===== src/common/scpc_regs.svh =====
`ifndef SCPC_REGS_SVH
`define SCPC_REGS_SVH
// Register indices; byte address is four times the index
`define SCPC_IDX_W        15
`define SCPC_IDX_IDLE     15'h1C01
`define SCPC_IDX_PCG1     15'h1C02
`define SCPC_IDX_PCG2     15'h1C03
`define SCPC_IDX_SRCNT    15'h1C04
`define SCPC_IDX_PRST     15'h1C05
`define SCPC_IDX_SLEW     15'h1C16
`define SCPC_IDX_PULL1    15'h1C17
`define SCPC_IDX_PULL2    15'h1C18
`define SCPC_IDX_PULL3    15'h1C19
`define SCPC_IDX_PULL4    15'h1C4C
`define SCPC_IDX_PULL5    15'h1C4D
`define SCPC_IDX_PULL6    15'h1C4F
`define SCPC_IDX_PULL7    15'h1C50
`define SCPC_IDX_USB      15'h1C32
`define SCPC_IDX_EXT      15'h1C33
`define SCPC_IDX_BOOT     15'h1C34
`define SCPC_IDX_LDO      15'h7004
`define SCPC_IDX_RTC_LO   15'h1900
`define SCPC_IDX_RTC_HI   15'h197F
// Field positions
`define SCPC_LDO_USB_EN   0
`define SCPC_LDO_VSEL     1
`define SCPC_NARROW_LSB   0
`define SCPC_USB_OSC_DIS  4
`define SCPC_USB_BIAS_DIS 5
`define SCPC_SLEW_SLOW    0
// Reset values
`define SCPC_RST_LDO      16'h0000
`define SCPC_RST_USB      16'h0030
`define SCPC_RST_EXT      16'h0000
`define SCPC_RST_PCG      16'h0000
`define SCPC_RST_PULL     16'h0000
`define SCPC_RST_IDLE     16'h0000
`define SCPC_RST_SLEW     16'h0000
`define SCPC_RST_PRST     16'h0000
// Timing: cycles from reset release to strap capture
`define SCPC_BOOT_CAPT_CYC 10
`endif


===== src/common/scpc_pkg.sv =====
package scpc_pkg;
	typedef enum logic [1:0] {
		SCPC_BM_WORD = 2'b00,
		SCPC_BM_HIGH = 2'b01,
		SCPC_BM_LOW  = 2'b10,
		SCPC_BM_RSVD = 2'b11
	} scpc_narrow_access_select_e;
	typedef enum logic {
		SCPC_CAP_WAIT = 1'b0,
		SCPC_CAP_DONE = 1'b1
	} scpc_cap_e;
	typedef struct packed {
		logic       core_regulator_enable_strap_n;
		logic       ref_sel;
		logic       rtc_osc_on;
		logic       core_pwr_good;
		logic [5:0] boot;
	} scpc_pins_s;
	typedef struct packed {
		logic core_regulator_enable;
		logic core_voltage_select;
		logic usb_regulator_enable;
		logic ref_from_pin;
		logic usb_osc_enable;
		logic rtc_run;
	} scpc_power_s;
	typedef struct packed {
		scpc_narrow_access_select_e extmem;
		scpc_narrow_access_select_e usb;
	} scpc_width_s;
endpackage


===== src/hdl/scpc_top.sv =====
`include "scpc_regs.svh"
// How it works
// Strap low enables core regulator; level from core_voltage_select.
// Bit 1 picks 1.05 V or 1.3 V; reset gives 1.3 V.
// USB regulator follows bit 0 if ref strap high, else forced on.
// Accesses 16-bit after reset; 01b high byte, 10b low byte, per space.
// One inhibit bit per pull resistor; most pulls on at reset. Code resets every inhibit bit to 0, so all pulls are on.
// Core power off forces pulls off and bus holders on.
// Slew register picks fast or slow edges for clock and memory pins.
// Board ties the reference strap static; no change after reset.
// Strap 0: USB oscillator clocks system and USB PLL, stays on.
// Strap 1: external pin feeds system clock; USB oscillator switchable.
// RTC oscillator off stops RTC and blocks 1900h to 197Fh.
// Six boot straps captured into boot field at 1C34h.
// Gate registers enable clocks; counter and control drive resets.
// Firmware enables each clock only while probing that peripheral.
// At hand-over all clocks gated, all idle domains but CPU idled.
// Firmware register tweaks keep clock frequency and first timer.
// Boot straps captured about 10 cycles after reset release.
// Registers are 16 bits, accessed as single 16-bit words.
module scpc_top
	import scpc_pkg::*;
	#(
	parameter int ADR_W     = 17,
	parameter int BOOT_CAPT = `SCPC_BOOT_CAPT_CYC
	) (
	input  wire logic        clk_sys,
	input  wire logic        srst,
	input  wire logic        wb_cyc_i,
	input  wire logic        wb_stb_i,
	input  wire logic        wb_we_i,
	input  wire logic [ADR_W-1:0] wb_adr_i,
	input  wire logic [3:0]  wb_sel_i,
	input  wire logic [31:0] wb_dat_i,
	output logic      [31:0] wb_dat_o,
	output logic             wb_ack_o,
	input  wire scpc_pins_s  pins_i,
	output logic             rtc_req_o,
	input  wire logic        rtc_ack_i,
	input  wire logic [15:0] rtc_rdata_i,
	output scpc_power_s      power_o,
	output scpc_width_s      width_o,
	output logic      [111:0] pull_enable_o,
	output logic             bus_hold_o,
	output logic             slew_slow_o,
	output logic      [31:0] periph_clk_en_o,
	output logic      [15:0] idle_req_o,
	output logic      [15:0] periph_rst_o
	);

	// ****************************************
	// Parameter checks
	// ****************************************
	// Index field must fit the address bus above the byte lanes
	// Capture delay below three would read straps before the
	// synchroniser has filled after reset
	if (ADR_W < `SCPC_IDX_W + 2) begin
		$error("ADR_W too small for the register map");
	end
	if (BOOT_CAPT < 3 || BOOT_CAPT > 255) begin
		$error("BOOT_CAPT must be 3 to 255");
	end

	// ****************************************
	// Functions
	// ****************************************
	// Index of pull inhibit register k
	// The inhibit registers are not contiguous, so a lookup
	// table is used instead of index arithmetic
	function automatic logic [`SCPC_IDX_W-1:0] pull_idx(input int k);
		unique case (k)
			0: pull_idx = `SCPC_IDX_PULL1;
			1: pull_idx = `SCPC_IDX_PULL2;
			2: pull_idx = `SCPC_IDX_PULL3;
			3: pull_idx = `SCPC_IDX_PULL4;
			4: pull_idx = `SCPC_IDX_PULL5;
			5: pull_idx = `SCPC_IDX_PULL6;
			default: pull_idx = `SCPC_IDX_PULL7;
		endcase
	endfunction

	// Reserved narrow code falls back to full width
	// Shared by both spaces so their decode never drifts apart
	function automatic scpc_narrow_access_select_e narrow_mode(input logic [15:0] r);
		logic [1:0] f;
		f = r[`SCPC_NARROW_LSB +: 2];
		unique case (f)
			2'b01: narrow_mode = SCPC_BM_HIGH;
			2'b10: narrow_mode = SCPC_BM_LOW;
			default: narrow_mode = SCPC_BM_WORD;
		endcase
	endfunction

	// ****************************************
	// Pin synchronisers
	// ****************************************
	scpc_pins_s sync1_reg;
	scpc_pins_s sync2_reg;

	// Straps are asynchronous; two stages before use
	// Every pin input passes these stages, none is read raw
	// Limitation: a strap moving within two cycles of the
	// capture edge may be taken from either side of the move
	// Trade-off: no reset here, so straps keep flowing while
	// reset is held and are settled by the time it releases
	always_ff @(posedge clk_sys) begin
		sync1_reg <= pins_i;
		sync2_reg <= sync1_reg;
	end

	// ****************************************
	// Strap capture after reset release
	// ****************************************
	scpc_cap_e  cap_reg;
	scpc_cap_e  cap_next;
	logic [7:0] cnt_reg;
	logic [7:0] cnt_next;
	logic [5:0] boot_reg;
	logic [5:0] boot_next;
	logic       ref_reg;
	logic       ref_next;

	// Count from release, then latch once; later strap moves ignored
	// The counter freezes once the capture is done, so a long
	// run never wraps it back into the capture window
	// Boot field and reference latch hold until the next reset
	always_comb begin
		cap_next  = cap_reg;
		cnt_next  = cnt_reg;
		boot_next = boot_reg;
		ref_next  = ref_reg;
		unique case (cap_reg)
			SCPC_CAP_WAIT: begin
				cnt_next = cnt_reg + 8'h01;
				if (cnt_reg == 8'(BOOT_CAPT - 1)) begin
					boot_next = sync2_reg.boot;
					ref_next  = sync2_reg.ref_sel;
					cap_next  = SCPC_CAP_DONE;
				end
			end
			SCPC_CAP_DONE: begin
				cnt_next = cnt_reg;
			end
		endcase
	end

	// Synchronous reset restarts the capture window
	always_ff @(posedge clk_sys) begin
		if (srst) begin
			cap_reg  <= SCPC_CAP_WAIT;
			cnt_reg  <= 8'h00;
			boot_reg <= 6'h00;
			ref_reg  <= 1'b0;
		end else begin
			cap_reg  <= cap_next;
			cnt_reg  <= cnt_next;
			boot_reg <= boot_next;
			ref_reg  <= ref_next;
		end
	end

	// ****************************************
	// Wishbone slave
	// ****************************************
	logic [`SCPC_IDX_W-1:0] idx;
	logic        req;
	logic        rtc_hit;
	logic        fwd;
	logic        local_req;
	logic        wr_en;
	logic        ack_reg;
	logic        ack_next;
	logic [15:0] rdata_reg;
	logic [15:0] rdata_next;

	// Local access: request seen on one edge, ack high for the
	// following cycle, write lands on the ack edge
	// RTC space goes to the RTC block, whose ack passes straight
	// through; its latency is whatever that block needs
	// A master may keep the strobe high between requests; acks
	// then alternate, giving one transfer every two cycles
	assign idx       = wb_adr_i[`SCPC_IDX_W+1:2];
	assign req       = wb_cyc_i && wb_stb_i;
	assign rtc_hit   = idx >= `SCPC_IDX_RTC_LO && idx <= `SCPC_IDX_RTC_HI;
	// RTC space passes through only with its oscillator running
	assign fwd       = req && rtc_hit && sync2_reg.rtc_osc_on;
	assign local_req = req && !fwd;
	// Write lands on the ack edge; partial words are dropped
	// Partial writes are still acked so the master never hangs
	assign wr_en     = local_req && ack_reg && wb_we_i
		&& wb_sel_i[1:0] == 2'b11;
	assign rtc_req_o = fwd;
	assign wb_ack_o  = ack_reg || (fwd && rtc_ack_i);
	assign wb_dat_o  = fwd ? {16'h0000, rtc_rdata_i}
		: {16'h0000, rdata_reg};

	// ****************************************
	// Control registers
	// ****************************************
	// All registers are full 16-bit words with no byte lanes
	// Unused bits of the writable registers are stored and read back
	// as written; the boot register ignores writes and reads zero above bit 5
	logic [15:0] ldo_reg,  ldo_next;
	logic [15:0] usb_reg,  usb_next;
	logic [15:0] ext_reg,  ext_next;
	logic [15:0] pcg1_reg, pcg1_next;
	logic [15:0] pcg2_reg, pcg2_next;
	logic [15:0] idle_reg, idle_next;
	logic [15:0] slew_reg, slew_next;
	logic [15:0] prst_reg, prst_next;
	logic [15:0] scnt_reg, scnt_next;
	logic [15:0] pull_reg  [7];
	logic [15:0] pull_next [7];

	// Ack one cycle after request; read data prepared at the same time
	// Read data is captured with the request, so the ack cycle
	// carries a registered value and no decode path reaches
	// the bus output
	// Boot field sits in the low six bits; upper bits read zero
	always_comb begin
		ack_next   = local_req && !ack_reg;
		rdata_next = rdata_reg;
		if (local_req && !ack_reg) begin
			rdata_next = 16'h0000; // RTC space with oscillator off reads 0
			unique case (idx)
				`SCPC_IDX_LDO:   rdata_next = ldo_reg;
				`SCPC_IDX_USB:   rdata_next = usb_reg;
				`SCPC_IDX_EXT:   rdata_next = ext_reg;
				`SCPC_IDX_PCG1:  rdata_next = pcg1_reg;
				`SCPC_IDX_PCG2:  rdata_next = pcg2_reg;
				`SCPC_IDX_IDLE:  rdata_next = idle_reg;
				`SCPC_IDX_SLEW:  rdata_next = slew_reg;
				`SCPC_IDX_PRST:  rdata_next = prst_reg;
				`SCPC_IDX_SRCNT: rdata_next = scnt_reg;
				`SCPC_IDX_BOOT:  rdata_next = {10'h000, boot_reg};
				default: rdata_next = 16'h0000;
			endcase
			for (int k = 0; k < 7; k++) begin
				if (idx == pull_idx(k)) begin
					rdata_next = pull_reg[k];
				end
			end
		end
	end

	// Register writes; soft reset counter runs down when not written
	// A write to the counter wins over the decrement in the same
	// cycle, so a reload never loses a count
	always_comb begin
		ldo_next  = ldo_reg;
		usb_next  = usb_reg;
		ext_next  = ext_reg;
		pcg1_next = pcg1_reg;
		pcg2_next = pcg2_reg;
		idle_next = idle_reg;
		slew_next = slew_reg;
		prst_next = prst_reg;
		scnt_next = (scnt_reg != 16'h0000) ? scnt_reg - 16'h0001
			: scnt_reg;
		for (int k = 0; k < 7; k++) begin
			pull_next[k] = pull_reg[k];
		end
		if (wr_en) begin
			unique case (idx)
				`SCPC_IDX_LDO:   ldo_next  = wb_dat_i[15:0];
				`SCPC_IDX_USB:   usb_next  = wb_dat_i[15:0];
				`SCPC_IDX_EXT:   ext_next  = wb_dat_i[15:0];
				`SCPC_IDX_PCG1:  pcg1_next = wb_dat_i[15:0];
				`SCPC_IDX_PCG2:  pcg2_next = wb_dat_i[15:0];
				`SCPC_IDX_IDLE:  idle_next = wb_dat_i[15:0];
				`SCPC_IDX_SLEW:  slew_next = wb_dat_i[15:0];
				`SCPC_IDX_PRST:  prst_next = wb_dat_i[15:0];
				`SCPC_IDX_SRCNT: scnt_next = wb_dat_i[15:0];
				default: ;
			endcase
			for (int k = 0; k < 7; k++) begin
				if (idx == pull_idx(k)) begin
					pull_next[k] = wb_dat_i[15:0];
				end
			end
		end
	end

	// Reset branch loads constants only
	always_ff @(posedge clk_sys) begin
		if (srst) begin
			ack_reg   <= 1'b0;
			rdata_reg <= 16'h0000;
			ldo_reg   <= `SCPC_RST_LDO;
			usb_reg   <= `SCPC_RST_USB;
			ext_reg   <= `SCPC_RST_EXT;
			pcg1_reg  <= `SCPC_RST_PCG;
			pcg2_reg  <= `SCPC_RST_PCG;
			idle_reg  <= `SCPC_RST_IDLE;
			slew_reg  <= `SCPC_RST_SLEW;
			prst_reg  <= `SCPC_RST_PRST;
			scnt_reg  <= 16'h0000;
			for (int k = 0; k < 7; k++) begin
				pull_reg[k] <= `SCPC_RST_PULL;
			end
		end else begin
			ack_reg   <= ack_next;
			rdata_reg <= rdata_next;
			ldo_reg   <= ldo_next;
			usb_reg   <= usb_next;
			ext_reg   <= ext_next;
			pcg1_reg  <= pcg1_next;
			pcg2_reg  <= pcg2_next;
			idle_reg  <= idle_next;
			slew_reg  <= slew_next;
			prst_reg  <= prst_next;
			scnt_reg  <= scnt_next;
			for (int k = 0; k < 7; k++) begin
				pull_reg[k] <= pull_next[k];
			end
		end
	end

	// ****************************************
	// Outputs
	// ****************************************
	logic osc_off_req;

	// Reference latch low means the USB oscillator drives the
	// system clock, so its disable bits are ignored and the USB
	// regulator stays on
	// Both disable bits must clear before the oscillator may run
	assign osc_off_req = usb_reg[`SCPC_USB_OSC_DIS]
		|| usb_reg[`SCPC_USB_BIAS_DIS];

	// Power and clock source control
	// Core regulator state follows the strap pin continuously
	// No extra stage here, so outputs move the cycle after a
	// write lands
	always_comb begin
		power_o.core_regulator_enable =
			!sync2_reg.core_regulator_enable_strap_n;
		power_o.core_voltage_select = ldo_reg[`SCPC_LDO_VSEL];
		power_o.usb_regulator_enable = ref_reg
			? ldo_reg[`SCPC_LDO_USB_EN] : 1'b1;
		power_o.ref_from_pin = ref_reg;
		// Oscillator may stop only when it is not the system source
		power_o.usb_osc_enable = !ref_reg || !osc_off_req;
		power_o.rtc_run = sync2_reg.rtc_osc_on;
	end

	// Narrow access mode per space
	// Reserved code reads as word access rather than a guessed lane
	assign width_o.extmem = narrow_mode(ext_reg);
	assign width_o.usb    = narrow_mode(usb_reg);

	// Pulls collapse to bus holders while core power is down
	// Inhibit bit high turns its pull off; reset leaves all on
	// The holders themselves sit in the pad ring
	always_comb begin
		for (int k = 0; k < 7; k++) begin
			pull_enable_o[k*16 +: 16] = sync2_reg.core_pwr_good
				? ~pull_reg[k] : 16'h0000;
		end
	end
	assign bus_hold_o = !sync2_reg.core_pwr_good;

	assign slew_slow_o = slew_reg[`SCPC_SLEW_SLOW];
	// Gate bit set stops the clock, so firmware can probe one at a time
	// Clocks run after reset; boot firmware gates them as it goes
	assign periph_clk_en_o = ~{pcg2_reg, pcg1_reg};
	assign idle_req_o      = idle_reg;
	// Selected resets held while the soft reset counter runs
	// Firmware loads the mask first, then the count; the mask
	// alone never asserts a reset
	assign periph_rst_o = prst_reg & {16{scnt_reg != 16'h0000}};

endmodule


===== config.mk =====
export PLATFORM = sky130hd
export DESIGN_NAME = scpc_top
export DESIGN_NICKNAME = d
export VERILOG_FILES = /design/src/common/scpc_pkg.sv /design/src/hdl/scpc_top.sv
export VERILOG_INCLUDE_DIRS = /design/src /design/src/common
export SDC_FILE = /design/constraint.sdc
export NUM_CORES = 1
export LEC_CHECK = 0
export ABC_CLOCK_PERIOD_IN_PS = 3100
export BUFFER_PORTS_ARGS = -buffer_cell sky130_fd_sc_hd__buf_2
export CORE_MARGIN = 2
export CORE_UTILIZATION = 40
export DETAILED_ROUTE_END_ITERATION = 16
export PLACE_DENSITY = 0.6
export SETUP_SLACK_MARGIN = 0.4
export SLEW_MARGIN = 20
export SYNTH_ARGS = -nofsm -noshare
export SYNTH_HDL_FRONTEND = slang
export SYNTH_SLANG_ARGS = --single-unit

===== constraint.sdc =====
create_clock -name clk_sys -period 3.1 [get_ports clk_sys]
set_clock_uncertainty 0.1 [all_clocks]
set_input_delay 0.155 -clock clk_sys [delete_from_list [all_inputs] [get_ports clk_sys]]
set_output_delay 0.155 -clock clk_sys [all_outputs]
set_load 0.02 [all_outputs]

==> results_dict.tcl <==
set metrics [dict create \
    drt_wl_total_um 57590 \
    power_density_nw_per_um2 546.6 \
    die_area_sq_um 38330 \
    synth_area_sq_um 14710 \
    detail_route.vias_per_cell 5.616 \
    yosys_most_used_dff "dfxtp_1" \
    hold_end "prst_reg[14]$_SDFFE_PP0P_" \
    syn_inst 1918 \
    worstSetupPathType "reg -> out" \
    cp.required_ns 2.84 \
    wl_per_cell_um 21.62 \
    rrSetupSlack_ns 0.49 \
    clock_sinks 309 \
    ys_seq_elements 309 \
    final_util 0.4948 \
    rows 70 \
    dpl.hpwl_um 41050 \
    syn_avg_cell_area_sq_um 7.671 \
    ys_seq_area_frac 0.4204 \
    setup_viol 0 \
    cts_tree "done" \
    r2r-end "scnt_reg[11]$_SDFF_PP0_" \
    period_needed_ns 2.645 \
    cp_cell_sequence "or4_4, nor3_4, nand3_1, buf_4, and2_1, buf_2" \
    track_usage 0.2899 \
    vias 14961 \
    crit_fanout 21 \
    initial_utilization 0.4038 \
    grt_pass1_vias 13932 \
    maxCapViolCount 0 \
    cp-start-kind "register" \
    area_delta_synth_final_pct 22.54 \
    drc 0 \
    clockRootBuffer "clkbuf_16" \
    rsz0062_at_grt "yes" \
    outcome "complete, no violations" \
    ctsHtreeMaxLevel 2 \
    cts_max_path_buffers 3 \
    port-buffer-count 270 \
    worstMarginPinSlew_ns 1.489 \
    path_clk_slew_ns 0.06 \
    final_common_cell "nand2_1" \
    leakagePower_nw 7.154 \
    reg2reg_depth 7 \
    worstSetupEndpointType "primary output" \
    finalMaxSlewViolations 0 \
    synthArstFlopShare 0 \
    fin_nets 2259 \
    placed_cell_area_sq_um 16550 \
    cts_made_buffers 36 \
    drive_gt1_frac 0.2049 \
    slowest_delay_ns 0.59 \
    layout_setup_ws_ns 0.4549 \
    coreArea_sq_um 36430 \
    dieWidth_um 195.8 \
    cp_slowest_cell "or4_4" \
    finalSetupTns_ns 0 \
    regArea_sq_um 6186 \
    min_path_cells 3 \
    antenna_found_initial 0 \
    reg2reg_from "scnt_reg[5]$_SDFF_PP0_" \
    synth_warnings 0 \
    insertion_delay_ns 0.53 \
    worstPathArrival_ns 2.39 \
    synth-edff-count 0 \
    hp-class "in -> reg" \
    slew_headroom 0.007269 \
    diodes 0 \
    min_period_over_period 0.8533 \
    grt_max_degree 244 \
    grt_overflow 0 \
    fillers 3631 \
    ys_types 84 \
    clock.fmax_ghz 0.3781 \
    finalHoldViolCount 0 \
    ios 307 \
    die_h_um 195.8 \
    grt_pass1_wl_um 85440 \
    dpl_worst_slack_ns 0.2592 \
    ant_nets 0 \
    vdd_ir_drop_max_uv 338.9 \
    largest_reg_flops 112 \
    multiInputGateArea_sq_um 7594 \
    finalInstanceArea_sq_um 18030 \
    min_from "wb_dat_i[14]" \
    final_cell_mix "nand2_1 (469), dfxtp_1 (309), buf_2 (269)" \
    gp_congestion 0.9335 \
    finalPower_w 0.009854 \
    first_pass_iters 6 \
    initialDrtViolationCount 1586 \
]
worst max path at each step:
| stage | cells past startpoint | from | endpoint | slack, ns |
|---|---|---|---|---|
| final | 6 | scnt_reg[5]$_SDFF_PP0_ | periph_rst_o[12] | 0.45 |
| after global routing | 7 | power_o[0]$_DFF_P_ | wb_dat_o[5] | 0.39 |
| after CTS | 6 | scnt_reg[5]$_SDFF_PP0_ | periph_rst_o[12] | 0.42 |
| after detailed placement | 8 | wb_adr_i[7] | rdata_reg[5]$_SDFFE_PP0P_ | 0.26 |
| after global placement | 8 | wb_adr_i[3] | rdata_reg[3]$_SDFFE_PP0P_ | 0.28 |
| after floorplan | 8 | wb_adr_i[10] | rdata_reg[0]$_SDFFE_PP0P_ | 0.77 |
final cells by class:
class,count,area share
clock buffer,54,0.05871
timing repair buffer,377,0.1267
sequential,309,0.3431
clock inverter,10,0.008259
tap,468,0.03248
inverter,45,0.009577
multi-input combinational,1401,0.4212
worst max-delay path, delay by kind of cell, from the launching register on:
family	cells	cell delay (ns)
buf+inv	2	0.38
simple gates	4	1.13
flops	1	0.34
cells in the mapped netlist (5+ instances only):
cell / instances / area share
clkbuf_1: 105 / 0.027
a221oi_1: 7 / 0.0042
a211oi_1: 21 / 0.011
a221o_1: 5 / 0.0034
a222oi_1: 20 / 0.014
or4_1: 7 / 0.0036
buf_2: 42 / 0.014
o2bb2ai_1: 10 / 0.0060
and2_1: 17 / 0.0072
nor3_1: 26 / 0.0088
a22o_1: 5 / 0.0030
nor4_2: 8 / 0.0068
nor4_4: 7 / 0.010
nand3_1: 29 / 0.0099
nand4_1: 5 / 0.0021
and4_1: 6 / 0.0036
o21a_1: 11 / 0.0056
nand2_1: 469 / 0.12
buf_4: 22 / 0.011
inv_1: 43 / 0.011
o22ai_1: 15 / 0.0064
or3_1: 5 / 0.0021
xnor2_1: 9 / 0.0054
dfxtp_1: 309 / 0.42
and3_1: 11 / 0.0047
buf_6: 6 / 0.0046
nor4_1: 6 / 0.0026
o21ai_0: 15 / 0.0051
a21oi_1: 220 / 0.075
nor2_1: 226 / 0.058
xor2_1: 10 / 0.0060
mux2i_1: 54 / 0.037
o211ai_1: 7 / 0.0036
o21ai_1: 6 / 0.0020
and2_0: 5 / 0.0021
nor2b_1: 7 / 0.0030
a22oi_1: 51 / 0.026
cells by family (layout without fill, tap and decap cells):
kind of cell / Yosys count / count (layout) / share of synthesized area
multiplexers: 56 / 56 / 0.03827
adder cells (fa/ha/maj): 4 / 4 / 0.003402
AO/OA/AOI/OAI: 428 / 428 / 0.1866
XOR/XNOR: 19 / 19 / 0.01131
AND/OR/NAND/NOR: 878 / 878 / 0.2705
buffers and inverters: 223 / 486 / 0.06922
other: 1 / 16 / 0.0002549
flip-flops: 309 / 309 / 0.4204
report_power, final:
group,leakage [nW],switching (W),internal [W]
registers,2.50,0.000132,0.00408
logic,4.07,0.000797,0.000520
clock network,0.585,0.00170,0.00262
layer usage:
metal,vias to the layer above,wire length (um),GRT usage,part of all wire
li1,7044,-,-,-
met1,7038,25010,0.3973,0.43
met2,777,25580,0.4618,0.44
met3,102,5317,0.05381,0.092
met4,0,1677,0.09343,0.029
met5,-,0,0.002554,0
metrics by stage:
step                      std cells  hold slack (ns)
final                          2664          0.02401
after global routing           2664          0.01979
after CTS                      2662         0.008139
after detailed placement       2575           0.1586
after global placement         2575           0.1580
after floorplan                1933          0.08272
what timing repair did:
| action | 4_1_cts | 5_1_grt |
|---|---|---|
| hold buffers | 23 | 0 |
| pin swaps | 0 | 1 |
| buffers inserted | 0 | 2 |
| setup endpoints to repair | 4 | 23 |
| resized for setup | 3 | 3 |
| hold endpoints to repair | 165 | 0 |
(Power assumes the default switching activity.)
